<file path="src/verilog/tpc_pkg.sv">
// Purpose: constants for the two-phase pulse event counter channel
// Assumes: 32-bit APB, one aligned word per register
// Notes: offsets and field positions shared by all design files
// Behaviour
// RQ1: in this mode count events come only from the two pin pulses
// RQ2: count direction follows the pin phase relation, never a software bit
// RQ3: reload mode reloads on wrap and continues; free-run does not reload
// RQ4: set value n divides by ffff-n+1 counting up, n+1 counting down
// RQ5: counting begins when software sets the start flag
// RQ6: clearing the start flag halts counting and holds the count
// RQ7: every overflow or underflow raises an interrupt request
// RQ8: software sets both pin port directions to input before use
// RQ9: reading the timer register returns the live counter value
// RQ10: timer write while stopped loads reload register and counter
// RQ11: timer write while counting loads reload only; counter at next reload
// RQ12: normal: up on input rise, down on input fall, only while output high
// RQ13: x4: input rising while output high, count up on every edge
// RQ14: x4: input falling while output high, count down on every edge
// RQ15: only channel three selects mode; two fixed normal, four fixed x4
// RQ16: two-phase counting exists only on channels two, three and four
// RQ17: pins of channels one and two have no general port function
// RQ18: count type bit: 0 reload operation, 1 free-run operation
// RQ19: processing select bit: 0 normal, 1 x4, effective on channel three only
// RQ20: operation mode field 01 selects event counter mode
// RQ21: counter and reload are 16 bits; pins synchronised before detection
`default_nettype none
package tpc_pkg;
  localparam int TPC_CNT_W = 16;
  localparam int TPC_ADDR_W = 8;
  localparam int TPC_SYNC_STAGES = 2;
  // register byte addresses
  localparam logic [7:0] TPC_OFF_MODE = 8'h00;
  localparam logic [7:0] TPC_OFF_TIMER = 8'h04;
  localparam logic [7:0] TPC_OFF_START = 8'h08;
  localparam logic [7:0] TPC_OFF_STATUS = 8'h0c;
  localparam logic [7:0] TPC_OFF_RELOAD = 8'h10;
  // mode register layout
  localparam int TPC_MODE_OP_LSB = 0;
  localparam int TPC_MODE_CT_BIT = 6;
  localparam int TPC_MODE_QP_BIT = 7;
  localparam logic [1:0] TPC_OP_EVENT = 2'h1;
  localparam logic [7:0] TPC_MODE_RST = 8'h00;
  // start register layout
  localparam int TPC_START_BIT = 0;
  // status register layout
  localparam int TPC_ST_RUN = 0;
  localparam int TPC_ST_DIR_UP = 1;
  localparam int TPC_ST_X4 = 2;
  localparam int TPC_ST_QUAD_OK = 3;
  localparam int TPC_ST_X4_SEL = 4;
  localparam int TPC_ST_PORT_FN = 5;
  // reset values
  localparam logic [15:0] TPC_CNT_RST = 16'h0000;
  localparam logic [15:0] TPC_RELOAD_RST = 16'h0000;
  // apb phase of the slave
  typedef enum logic {TPC_APB_IDLE, TPC_APB_ACCESS} tpc_apb_e;
endpackage
`default_nettype wire

</file>
<file path="src/verilog/tpc_phase_decoder.sv">
// Purpose: synchronise the two pins and turn edges into up/down pulses
// Assumes: pins change slower than two pclk cycles
// Notes: pulses are one cycle, never both at once
`default_nettype none
module tpc_phase_decoder
  import tpc_pkg::*;
(
  input wire logic pclk,
  input wire logic presetn,
  input wire logic in_pin,
  input wire logic out_pin,
  input wire logic mult4,
  output logic count_up,
  output logic count_down
);
  logic [1:0] meta_r;
  logic [1:0] sync_r;
  logic [1:0] prev_r;
  logic in_rise;
  logic in_fall;
  logic one_change;
  logic x4_up;

  // two-flop synchroniser; first stage feeds only the second
  always_ff @(posedge pclk or negedge presetn)
  begin
    if (!presetn)
    begin
      meta_r <= 2'h0;
      sync_r <= 2'h0;
    end
    else
    begin
      meta_r <= {in_pin, out_pin};
      sync_r <= meta_r; // [RQ21]
    end
  end

  // previous synced state for edge detection
  always_ff @(posedge pclk or negedge presetn)
  begin
    if (!presetn)
      prev_r <= 2'h0;
    else
      prev_r <= sync_r;
  end

  assign in_rise = sync_r[1] & ~prev_r[1];
  assign in_fall = ~sync_r[1] & prev_r[1];
  // a double change is a glitch or overspeed and is dropped in x4 mode
  assign one_change = ^(sync_r ^ prev_r);
  // up order (in,out): 01 11 10 00; old input xor new output says up
  assign x4_up = prev_r[1] ^ sync_r[0]; // [RQ2]

  // registered direction pulses
  always_ff @(posedge pclk or negedge presetn)
  begin
    if (!presetn)
    begin
      count_up <= 1'b0;
      count_down <= 1'b0;
    end
    else if (mult4)
    begin
      count_up <= one_change & x4_up; // [RQ13]
      count_down <= one_change & ~x4_up; // [RQ14]
    end
    else
    begin
      count_up <= in_rise & sync_r[0]; // [RQ12]
      count_down <= in_fall & sync_r[0]; // [RQ12]
    end
  end
endmodule
`default_nettype wire

</file>
<file path="src/verilog/tpc_counter.sv">
// Purpose: two-phase pulse event counter channel with APB registers
// Assumes: pins are inputs driven by an external encoder
// Notes: zero-wait APB slave; read data captured in the setup cycle
//
// Our own choices: the APB register port and the register addresses.
`default_nettype none
module tpc_counter
  import tpc_pkg::*;
#(
  parameter int CHAN_ID = 3,
  parameter int CNT_W = TPC_CNT_W
)
(
  input wire logic pclk,
  input wire logic presetn,
  input wire logic psel,
  input wire logic penable,
  input wire logic pwrite,
  input wire logic [TPC_ADDR_W-1:0] paddr,
  input wire logic [31:0] pwdata,
  input wire logic [3:0] pstrb,
  output logic [31:0] prdata,
  output logic pready,
  output logic pslverr,
  input wire logic timer_input_pin,
  input wire logic timer_output_pin,
  output logic count_wrap_irq,
  output logic counting
);
  import tpc_pkg::*;

  // channel capabilities fixed at build time
  localparam bit QUAD_OK = (CHAN_ID >= 2) && (CHAN_ID <= 4); // [RQ16]
  localparam bit X4_SEL = (CHAN_ID == 3); // [RQ15]
  localparam bit X4_FIXED = (CHAN_ID == 4); // [RQ15]
  localparam bit PORT_FN = (CHAN_ID != 1) && (CHAN_ID != 2); // [RQ17]
  localparam logic [CNT_W-1:0] CNT_MAX = {CNT_W{1'b1}};
  localparam logic [CNT_W-1:0] CNT_ZERO = '0;

  // address match on an aligned word
  function automatic logic addr_is(input logic [TPC_ADDR_W-1:0] a,
                                   input logic [7:0] off);
    addr_is = (a == off);
  endfunction

  // full lanes needed for a field to take a write
  function automatic logic lanes_ok(input logic [3:0] s, input int n);
    logic ok;
    ok = 1'b1;
    for (int i = 0; i < 4; i++)
    begin
      if (i < n)
        ok = ok & s[i];
    end
    lanes_ok = ok;
  endfunction

  tpc_apb_e apb_r;
  logic [7:0] mode_r;
  logic start_r;
  logic [CNT_W-1:0] cnt_r;
  logic [CNT_W-1:0] cnt_nxt;
  logic [CNT_W-1:0] reload_r;
  logic [CNT_W-1:0] reload_src;
  logic dir_up_r;
  logic ev_up;
  logic ev_down;
  logic dec_up;
  logic dec_down;
  logic run;
  logic mult4;
  logic free_run;
  logic wrap;
  logic setup;
  logic wr_acc;
  logic known;
  logic wr_timer;
  logic wr_mode;
  logic wr_start;
  logic [31:0] rd_word;
  logic [31:0] status_word;

  // mode decode from the mode register
  assign free_run = mode_r[TPC_MODE_CT_BIT]; // [RQ18]
  assign mult4 = X4_FIXED | (X4_SEL & mode_r[TPC_MODE_QP_BIT]); // [RQ19]
  assign run = start_r & QUAD_OK
             & (mode_r[TPC_MODE_OP_LSB +: 2] == TPC_OP_EVENT); // [RQ20]

  // edge and phase detection on the pins
  tpc_phase_decoder u_dec (
    .pclk(pclk),
    .presetn(presetn),
    .in_pin(timer_input_pin),
    .out_pin(timer_output_pin),
    .mult4(mult4),
    .count_up(dec_up),
    .count_down(dec_down)
  );

  // only pin pulses count, and only while running
  assign ev_up = run & dec_up; // [RQ1] [RQ5]
  assign ev_down = run & dec_down; // [RQ1] [RQ6]
  assign wrap = (ev_up & (cnt_r == CNT_MAX))
              | (ev_down & (cnt_r == CNT_ZERO)); // [RQ4]

  // apb strobes; writes land at the access edge
  assign setup = psel & ~penable;
  assign wr_acc = psel & penable & pready & pwrite & ~pslverr;
  assign wr_timer = wr_acc & addr_is(paddr, TPC_OFF_TIMER)
                  & lanes_ok(pstrb, CNT_W / 8);
  assign wr_mode = wr_acc & addr_is(paddr, TPC_OFF_MODE) & pstrb[0];
  assign wr_start = wr_acc & addr_is(paddr, TPC_OFF_START) & pstrb[0];

  // a write in the same cycle as a wrap is the value reloaded
  assign reload_src = wr_timer ? pwdata[CNT_W-1:0] : reload_r;

  // apb phase tracking
  always_ff @(posedge pclk or negedge presetn)
  begin
    if (!presetn)
      apb_r <= TPC_APB_IDLE;
    else
    begin
      unique case (apb_r)
        TPC_APB_IDLE:
        begin
          if (setup)
            apb_r <= TPC_APB_ACCESS;
        end
        TPC_APB_ACCESS:
        begin
          if (setup)
            apb_r <= TPC_APB_ACCESS;
          else
            apb_r <= TPC_APB_IDLE;
        end
      endcase
    end
  end

  // mode register
  always_ff @(posedge pclk or negedge presetn)
  begin
    if (!presetn)
      mode_r <= TPC_MODE_RST;
    else if (wr_mode)
      mode_r <= pwdata[7:0];
  end

  // count start flag
  always_ff @(posedge pclk or negedge presetn)
  begin
    if (!presetn)
      start_r <= 1'b0;
    else if (wr_start)
      start_r <= pwdata[TPC_START_BIT]; // [RQ5] [RQ6]
  end

  // reload register takes every timer write
  always_ff @(posedge pclk or negedge presetn)
  begin
    if (!presetn)
      reload_r <= TPC_RELOAD_RST;
    else if (wr_timer)
      reload_r <= pwdata[CNT_W-1:0]; // [RQ10] [RQ11]
  end

  // next counter value
  always_comb
  begin
    cnt_nxt = cnt_r;
    if (wr_timer & ~run)
      cnt_nxt = pwdata[CNT_W-1:0]; // [RQ10]
    else if (wrap & ~free_run)
      cnt_nxt = reload_src; // [RQ3] [RQ11]
    else if (ev_up)
      cnt_nxt = cnt_r + 1'b1; // free-run wraps to zero [RQ3]
    else if (ev_down)
      cnt_nxt = cnt_r - 1'b1; // free-run wraps to all ones [RQ3]
  end

  // counter; holds when stopped
  always_ff @(posedge pclk or negedge presetn)
  begin
    if (!presetn)
      cnt_r <= TPC_CNT_RST;
    else
      cnt_r <= cnt_nxt; // [RQ6]
  end

  // last seen direction, for software
  always_ff @(posedge pclk or negedge presetn)
  begin
    if (!presetn)
      dir_up_r <= 1'b0;
    else if (ev_up | ev_down)
      dir_up_r <= ev_up; // [RQ2]
  end

  // interrupt request pulse on every wrap
  always_ff @(posedge pclk or negedge presetn)
  begin
    if (!presetn)
      count_wrap_irq <= 1'b0;
    else
      count_wrap_irq <= wrap; // [RQ7]
  end

  // running indication
  always_ff @(posedge pclk or negedge presetn)
  begin
    if (!presetn)
      counting <= 1'b0;
    else
      counting <= run;
  end

  // status word: live state and channel capabilities
  always_comb
  begin
    status_word = 32'h0000_0000;
    status_word[TPC_ST_RUN] = run;
    status_word[TPC_ST_DIR_UP] = dir_up_r;
    status_word[TPC_ST_X4] = mult4;
    status_word[TPC_ST_QUAD_OK] = QUAD_OK;
    status_word[TPC_ST_X4_SEL] = X4_SEL;
    status_word[TPC_ST_PORT_FN] = PORT_FN;
  end

  // read mux and address check
  always_comb
  begin
    rd_word = 32'h0000_0000;
    known = 1'b1;
    if (addr_is(paddr, TPC_OFF_MODE))
      rd_word[7:0] = mode_r;
    else if (addr_is(paddr, TPC_OFF_TIMER))
      rd_word[CNT_W-1:0] = cnt_nxt; // [RQ9]
    else if (addr_is(paddr, TPC_OFF_START))
      rd_word[TPC_START_BIT] = start_r;
    else if (addr_is(paddr, TPC_OFF_STATUS))
      rd_word = status_word;
    else if (addr_is(paddr, TPC_OFF_RELOAD))
      rd_word[CNT_W-1:0] = reload_r;
    else
      known = 1'b0;
  end

  // ready for exactly the first access cycle after setup
  always_ff @(posedge pclk or negedge presetn)
  begin
    if (!presetn)
      pready <= 1'b0;
    else
      pready <= setup;
  end

  // error answer for unmapped addresses, captured in setup
  always_ff @(posedge pclk or negedge presetn)
  begin
    if (!presetn)
      pslverr <= 1'b0;
    else if (setup)
      pslverr <= ~known;
    else
      pslverr <= 1'b0;
  end

  // read data captured in setup; the counter value is the one
  // it takes at that edge, so a pin event in the access cycle
  // shows on the next read
  always_ff @(posedge pclk or negedge presetn)
  begin
    if (!presetn)
      prdata <= 32'h0000_0000;
    else if (setup & ~pwrite)
      prdata <= rd_word; // [RQ9]
    else if (setup)
      prdata <= 32'h0000_0000;
  end
endmodule
`default_nettype wire

</file>
<file path="config.mk">
export PLATFORM = sky130hd
export DESIGN_NAME = tpc_counter
export DESIGN_NICKNAME = d
export VERILOG_FILES = /design/src/verilog/tpc_pkg.sv /design/src/verilog/tpc_phase_decoder.sv /design/src/verilog/tpc_counter.sv
export SDC_FILE = /design/constraint.sdc
export NUM_CORES = 1
export LEC_CHECK = 0
export ABC_CLOCK_PERIOD_IN_PS = 8900
export BUFFER_PORTS_ARGS = -buffer_cell sky130_fd_sc_hd__buf_2
export CAP_MARGIN = 20
export CORE_ASPECT_RATIO = 1.5
export CORE_UTILIZATION = 45
export CTS_CLUSTER_DIAMETER = 150
export DETAILED_ROUTE_END_ITERATION = 16
export PLACE_DENSITY = 0.8
export SLEW_MARGIN = 20
export SYNTH_ARGS = -nofsm -noshare
export SYNTH_HDL_FRONTEND = slang
export SYNTH_SLANG_ARGS = --single-unit
</file>
<file path="constraint.sdc">
create_clock -name pclk -period 8.9 [get_ports pclk]
set_clock_uncertainty 0.2 [all_clocks]
set_input_delay 2.67 -clock pclk [delete_from_list [all_inputs] [get_ports pclk]]
set_output_delay 2.67 -clock pclk [all_outputs]
set_load 0.02 [all_outputs]
</file>
# Word level (Yosys, flattened, before mapping)
# Index checks and enable logic that the tools add are counted.
word_totals:
  register_bits: 86
  in_bits: 51
  wordCells: 89
op_classes:
  n_addsub: 2
  eq_ne: 6
  muxes: 23
  bitwise: 39
  n_reduce_logical: 4
ops:
  columns: ["op", "count"]
  rows:
  - ["2-to-1 mux 16 bit", 9]
  - ["2-to-1 mux 32 bit", 2]
  - ["AND 1 bit", 26]
  - ["2-to-1 mux 24 bit", 1]
  - ["adder 16 x 1 -> 16 bit (second input constant)", 1]
  - ["== test 16 bit (second input constant)", 1]
  - ["== test 8 x 4 -> 1 bit (second input constant)", 2]
  - ["logical NOT 16 bit", 1]
  - ["subtractor 16 x 1 -> 16 bit (second input constant)", 1]
  - ["2-to-1 mux 15 bit", 1]
  - ["2-to-1 mux 1 bit", 9]
  - ["NOT 1 bit", 9]
  - ["== test 8 x 3 -> 1 bit (second input constant)", 1]
  - ["== test 8 x 5 -> 1 bit (second input constant)", 1]
  - ["logical NOT 8 bit", 1]
  - ["2-to-1 mux 8 bit", 1]
  - ["== test 2 x 1 -> 1 bit (second input constant)", 1]
  - ["bitwise OR 1 bit", 2]
  - ["nonzero test 2 bit", 1]
  - ["XOR reduction 2 bit", 1]
  - ["XOR 2 bit", 1]
  - ["XOR 1 bit", 1]

# Longest topological paths before layout
# Gate-level depths: netlist of run 1.
logic_depth:
  depth_word: 12
  depth_mapped: 10
  mapped_depth_nobuf: 9

# By module
# From an unflattened synthesis of run 1, not the netlist that was laid out.
hier_totals:
  hier_cells: 419
  hier_area_um2: 3930.0
by_module_without_submodules:
  columns: ["mod", "instances", "cells_per_inst", "area_per_inst_um2"]
  rows:
  - ["tpc_counter", 1, 398, 3632.2]
  - ["tpc_phase_decoder", 1, 21, 297.8]

# Worst setup path before layout of run 1
# Ideal clock, no wire load.
synth_path:
  kind: "input to register"
  from: "input port paddr[0]"
  to: "register prdata[13]"
  setup_time_ns: 0.118
  arrival_ns: 4.532
  required_time_ns: 8.582
  path_slack_ns: 4.050
  path_stages: 8
  cell_sequence: "nor4_1 -> and3_1 -> buf_6 -> nand3_1 -> clkbuf_1 -> clkbuf_1 -> a41o_1 -> a21o_1"
synth_via:
  elab_chain_cells: 9
  word_cells_on_any_way: 17
synth_rtl:
  columns: ["element", "line_no", "text"]
  rows:
  - ["start, declared", "tpc_counter.sv:19", "input wire logic [TPC_ADDR_W-1:0] paddr,"]
  - ["== test 8 x 3 -> 1 bit", "tpc_counter.sv:43", "addr_is = (a == off);"]
  - ["AND 1 bit", "tpc_counter.sv:109", "assign wr_timer = wr_acc & addr_is(paddr, TPC_OFF_TIMER)"]
  - ["AND 1 bit", "tpc_counter.sv:110", "& lanes_ok(pstrb, CNT_W / 8);"]
  - ["2-to-1 mux 16 bit", null, null]
  - ["2-to-1 mux 16 bit", "tpc_counter.sv:174", "else if (wrap & ~free_run)"]
  - ["2-to-1 mux 16 bit", "tpc_counter.sv:172", "if (wr_timer & ~run)"]
  - ["2-to-1 mux 16 bit", "tpc_counter.sv:237", "else if (addr_is(paddr, TPC_OFF_TIMER))"]
  - ["2-to-1 mux 24 bit (*)", "tpc_counter.sv:235", "if (addr_is(paddr, TPC_OFF_MODE))"]
  - ["2-to-1 mux 32 bit (*)", "tpc_counter.sv:276", "else if (setup & ~pwrite)"]
  - ["end signal, assigned", "tpc_counter.sv:277", "prdata <= rd_word;"]
  - ["end, declared", "tpc_counter.sv:22", "output logic [31:0] prdata,"]
# Every way passes the cells marked *; elsewhere a longest branch is shown, timed or not.
# A chain may end at the register's enable or synchronous reset.

# Worst setup path after layout of run 1
layout_path:
  from: "input port paddr[2]"
  to: "register prdata[11]"
# The elaborated chain is that of the path after synthesis.

==> metrics.txt, run 1 <==
status=complete, no violations; final hold vios=0; post-layout worst setup margin=3.56 ns; top post-synthesis cells by count=dfrtp_1 (70), nand2_1 (63), o21ai_0 (39); Synth Area in Simple Gates=a little over a fifth; Area Growth Syn to Fin=11.8%; Yosys top cell by area=dfrtp_1; vias per inst=around 6.1; setup slack at placement=~3.3 ns; DR WL/cell=~19 um; Post-CTS Setup Inserts=0; EDFF count, synth=0; Yosys top cell area share=42.1%; Critical Path RT=8.92 ns; vias in the first global route=~3,800; # IOs=87; Max Cap Viol=0; Seq/Total Area, Yosys=between 40% and 50%; adder-cell area share of the yosys netlist=about 1.5%; Leak=roughly 2.3 nW; FF-to-FF path depth=7; flops & latches, synth=70; synthesized area=0.00416 sq mm; RSZ-0062 raised after global routing=no; syn avg cell area=approximately 9.3 sq um; Worst-Skew Late Latency=0.34 ns; r2r setup slk=5.25 ns; RD Place Congestion=0.923; Core Rows=42; Mapped Cells=~450; HP Start=u_dec.meta_r[1]; Crit. End Element=flip-flop; Hold-fix buffers, CTS=0; clk sinks=70; Inserted Diodes=0; Num CTS Buffers=9; H-tree level count=3; CTS tree=built; FF-to-FF Start=u_dec.count_up; pwr dens=155 mW/mm^2; Tcrit/Tclk final=roughly 60%; # resized after CTS=0; critical path startpoint category=primary input; final net count=about 550; clock-pin slew on the worst setup and hold paths=0.05 ns; most common cell in the netlist=dfrtp_1; Final Slew Violations=0; gr ovfl total=0; Rel. slew slack=between 30% and 40%; clock root buffer=clkbuf_16; DRT Pass-1 Iters=5; Die Y=120 um; worst hold endpoint=u_dec.sync_r[1]; hold path cells=0; post-route ant nets=0; Synth cell types=slightly above 60; Die Footprint=0.00964 sq mm; worst-path maximum fanout=12; Port Buf Inserts=52; Post-route DRC=0; first-pass GRT wire length=18.9 mm; DRT Wirelength=between 10 and 15 mm; Peak VDD IR=roughly 140 uV; Critical Path AT=about 5.4 ns; Final setup viols=0; Synth Flop Type=dfrtp_1; worst slew pin tran=1.01 ns; vias post-DR=roughly 3,700; fin util=about 52%; R2R Path End=prdata[7]; Final Non-Filler Cells=just over 600; largest cells by area after synthesis=dfrtp_1 (42%), nand2_1 (5.7%), mux2_2 (5.4%); Core Area=a little under 0.009 sq mm; setup_tns=0 ns; largest net degree at the start of global routing=71; critical path class=in2reg; Initial Util=46.8%; YS warnings=0; Post-Synth XOR/XNOR Area=about 3.2%; complex-gate fraction of the synthesized area=approximately 17%; Bufs on Longest Clock Path=2; min Tclk post-route=between 5 and 6 ns; dpl cells=a little under 600; GRT Resource Usage Total=a little over a quarter; Die X=roughly 80 um; initial antenna violation count=0; DRT iter0 DRCs=between 300 and 400; mux contribution to synthesized area=~7.2%; largest family of logic cells by synthesized area=simple AND/OR/NAND/NOR gates; layout cells sized above 1=between 20 and 25%; post-DP HPWL=8.58 mm; worst hold-check path type=reg2reg; FMAX=187 MHz; Post-synth ARST share=100%
==> sequential cells by signal (all words and copies together), names as in the netlist, 2 cells and up <==
register,flops
u_dec.meta_r,2
mode_r,8
u_dec.sync_r,2
cnt_r,16
reload_r,16
u_dec.prev_r,2
prdata,16
==> final cells by class <==
class                      instances  area (sq um)
timing repair buffer              55           283
multi-input combinational        336          2120
inverter                          18          67.6
fill                             792          4230
clock inverter                     6          61.3
clock buffer                      10           229
tap                              110           138
sequential                        70          1750
==> how the worst max path moves through the flow <==
stage,from,end,depth (start not counted)
5_1_grt,pwrite,prdata[11],8
3_3_place_gp,paddr[2],prdata[11],8
2_1_floorplan,paddr[0],prdata[13],8
6_report,paddr[2],prdata[11],8
4_1_cts,paddr[2],prdata[11],8
3_5_place_dp,paddr[2],prdata[11],8
==> stage by stage <==
stage	hold WS (ns)	area, sq um	power [W]
floorplan	0.131	4210	0.000355
global placement	0.136	4360	0.000370
detailed placement	0.141	4360	0.000372
CTS	0.153	4650	0.000723
global route	0.162	4650	0.000741
finish	0.151	4650	0.000719
==> critical path, cell delays in order <==
cell	delay, ns
buf_2	0.14
nor3b_1	0.62
and3_1	0.52
nand2_1	0.40
and2_0	0.38
a32oi_1	0.25
a21oi_1	0.10
a221o_1	0.26
==> power breakdown <==
group          switching [W]  internal, W
Combinational      0.0000304    0.0000115
Sequential        0.00000308     0.000321
Clock               0.000137     0.000216
==> cells by family after synthesis <==
kind of cell | count (synthesis)
XOR/XNOR | 15
multiplexers | 27
buffers and inverters | 57
AO/OA/AOI/OAI | 106
flip-flops | 70
AND/OR/NAND/NOR | 167
other | 1
adder cells (fa/ha/maj) | 5
==> routing by layer <==
| metal | global-route usage (%) | vias up | part of all wire (%) |
|---|---|---|---|
| met5 | 0 | - | 0 |
| met4 | 17.3 | 0 | 4.5 |
| met2 | 44.3 | 164 | 53 |
| met3 | 4.87 | 41 | 5.5 |
| met1 | 29.6 | 1804 | 37 |
| li1 | - | 1677 | - |
==> layout by cell type, fill, tap and decap left out, drive strengths merged, types with 3 or more instances in the layout <==
master and instances:
a21oi 19, a221o 3, a31o 3, a31oi 3
a32oi 5, and2 5, and3 8, and4 3
buf 55, clkbuf 10, clkinv 3, conb 16
dfrtp 70, ha 5, inv 19, mux2 21
mux2i 6, nand2 63, nand2b 5, nand3 16
nand3b 3, nand4 12, nor2 14, nor3 12
nor4 8, o211ai 6, o21a 4, o21ai 41
o22ai 3, or3 4, or4 5, xnor2 7
xor2 8
Power figures use the tool's default switching activity.
==> inputs of run 2 (changes only) <==
--- a/config.mk
+++ b/config.mk
@@ -5,14 +5,14 @@
 export SDC_FILE = /design/constraint.sdc
 export NUM_CORES = 1
 export LEC_CHECK = 0
-export ABC_CLOCK_PERIOD_IN_PS = 8900
+export ABC_CLOCK_PERIOD_IN_PS = 4600
 export BUFFER_PORTS_ARGS = -buffer_cell sky130_fd_sc_hd__buf_2
 export CAP_MARGIN = 20
 export CORE_ASPECT_RATIO = 1.5
 export CORE_UTILIZATION = 45
 export CTS_CLUSTER_DIAMETER = 150
 export DETAILED_ROUTE_END_ITERATION = 16
-export PLACE_DENSITY = 0.8
+export PLACE_DENSITY = 0.82
 export SLEW_MARGIN = 20
 export SYNTH_ARGS = -nofsm -noshare
 export SYNTH_HDL_FRONTEND = slang
==> constraint.sdc (replaced) <==
create_clock -name pclk -period 4.6 [get_ports pclk]
set_clock_uncertainty 0.2 [all_clocks]
set_input_delay 1.38 -clock pclk [delete_from_list [all_inputs] [get_ports pclk]]
set_output_delay 1.38 -clock pclk [all_outputs]
set_load 0.02 [all_outputs]
==> run 2 against run 1 <==
Against the previous run: combinational power is 100% higher; sequential share of layout area is 0.80 points lower; via count is 3.2% higher; utilization is 1.1 points higher; design area is 2.2% higher; clock power is 110% higher; critical endpoint is now prdata[1]; largest power group unchanged; highest routed layer unchanged.
==> metrics.txt, run 2 (synthesis gave the netlist of run 1 again) <==
DRT Wirelength=11.8 mm (+0.17%); Critical Path RT=4.62 ns (-4.30 ns); # resized after CTS=0 (unchanged); Die Y=120 um (unchanged); most common cell after layout, fill and taps aside=dfrtp_1; DRT Pass-1 Iters=5 (unchanged); Die X=80.5 um (unchanged); Bufs on Longest Clock Path=2 (unchanged); vias in the first global route=3,766 (-1.6%); pwr dens=304 mW/mm^2 (+96%); Placed Area=0.00444 sq mm (+1.9%); vias per inst=6.17 (+1.3%); Post-route DRC=0 (unchanged); FF-to-FF Start=cnt_r[2]; H-tree level count=3 (unchanged); final net count=557 (+2.0%); Rel. slew slack=46.8% (+14 points); hold path cells=0 (unchanged); commonest cells after routing, fill and taps aside=dfrtp_1 (70), nand2_1 (63), buf_2 (52); HP Start=u_dec.meta_r[1]; worst hold-check path type=reg2reg; clk sinks=70 (unchanged); Core Rows=42 (unchanged); RD Place Congestion=0.971 (+5.2%); Core Area=0.00888 sq mm (unchanged); Hold-fix buffers, CTS=0 (unchanged); largest registers=cnt_r: 16 flops, prdata: 16 flops, reload_r: 16 flops; status=complete, no violations; Final setup viols=0 (unchanged); Worst-Skew Late Latency=0.34 ns (about the same); Inserted Diodes=0 (unchanged); setup_tns=0 ns (unchanged); worst-path maximum fanout=11 (-1); Initial Util=46.8% (unchanged); vias post-DR=3,803 (+3.2%); final hold vios=0 (unchanged); post-DP HPWL=8.73 mm (+1.7%); Leak=2.39 nW (+2.7%); worst slew pin tran=0.791 ns (-0.218 ns); clock root buffer=clkbuf_16; DRT iter0 DRCs=339 (+7.6%); Max Cap Viol=0 (unchanged); fin util=53.5% (+1.1 points); Crit. End Element=flip-flop; Die Footprint=0.00964 sq mm (unchanged); design area=0.00475 sq mm (+2.2%); FF-to-FF path depth=7 (unchanged); # IOs=87 (unchanged); critical path class=in2reg; Num CTS Buffers=9 (unchanged); Tcrit/Tclk final=between 70% and 80%; gr ovfl total=0 (unchanged); first-pass GRT wire length=19.1 mm (+0.69%); critical path startpoint category=primary input; Port Buf Inserts=52 (unchanged); Crit. Startpoint=paddr[0]; min Tclk post-route=about 3.6 ns; Critical Path AT=3.65 ns (-1.71 ns); largest net degree at the start of global routing=32 (-55%); RSZ-0062 raised after global routing=no; Post-CTS Setup Inserts=0 (unchanged); CTS tree=built; initial antenna violation count=0 (unchanged); post-route ant nets=0 (unchanged); clock-pin slew on the worst setup and hold paths=0.05 ns (about the same); FMAX=roughly 270 MHz; GRT Resource Usage Total=26.5% (+0.24 points); layout cells sized above 1=21.5% (+1.1 points); Area Growth Syn to Fin=14.2%; Final Slew Violations=0 (unchanged); DR WL/cell=19.1 um (-1.6%); Peak VDD IR=239 uV (+73%)
## run 2: path summary, 6_finish.rpt
check	end	slack [ns]
worst max-delay path	prdata[1]	0.96
worst min-delay path	u_dec.sync_r[1]	0.15
worst max register to register	prdata[4]	1.34
worst min register to register	u_dec.sync_r[1]	0.15
max in group asynchronous	reload_r[14]	2.65
min in group asynchronous	u_dec.meta_r[0]	0.77
## run 2: metal layers
metal | routed length, um | track usage [%] | vias up
met3 | 741 | 5.48 | 48
li1 | - | - | 1708
met1 | 4370 | 30.8 | 1837
met2 | 5970 | 43.4 | 210
met5 | 0 | 0 | -
met4 | 667 | 17.4 | 0
## run 2: metrics by stage
| stage | hold WS (ns) | instances | worst slack, ns | power, W |
|---|---|---|---|---|
| final | 0.150 | 616 | 0.963 | 0.00144 |
| after CTS | 0.154 | 616 | 1.01 | 0.00145 |
| after global routing | 0.163 | 616 | 0.785 | 0.00149 |
| after detailed placement | 0.142 | 600 | 0.671 | 0.000723 |
| after global placement | 0.136 | 600 | 0.733 | 0.000720 |
| after floorplan | 0.131 | 463 | 1.04 | 0.000687 |
## run 2: final cells by class
type / instances / area (sq um)
sequential: 70 / 1750
timing repair buffer: 66 / 365
tap: 110 / 138
clock inverter: 3 / 68.8
inverter: 18 / 67.6
clock buffer: 13 / 240
fill: 779 / 4130
multi-input combinational: 336 / 2120
## run 2: where the power goes
part	internal, W	total [W]	switching (W)
Clock	0.000476	0.000731	0.000255
Sequential	0.000622	0.000628	0.00000582
Combinational	0.0000243	0.0000848	0.0000605
## run 2: worst max-delay path, cell delays in order
cell	delay (ns)
buf_2	0.10
nor4_1	0.47
nand2_1	0.27
nor3_1	0.38
nand2_1	0.37
o21a_1	0.30
a22o_1	0.17
a31o_2	0.21
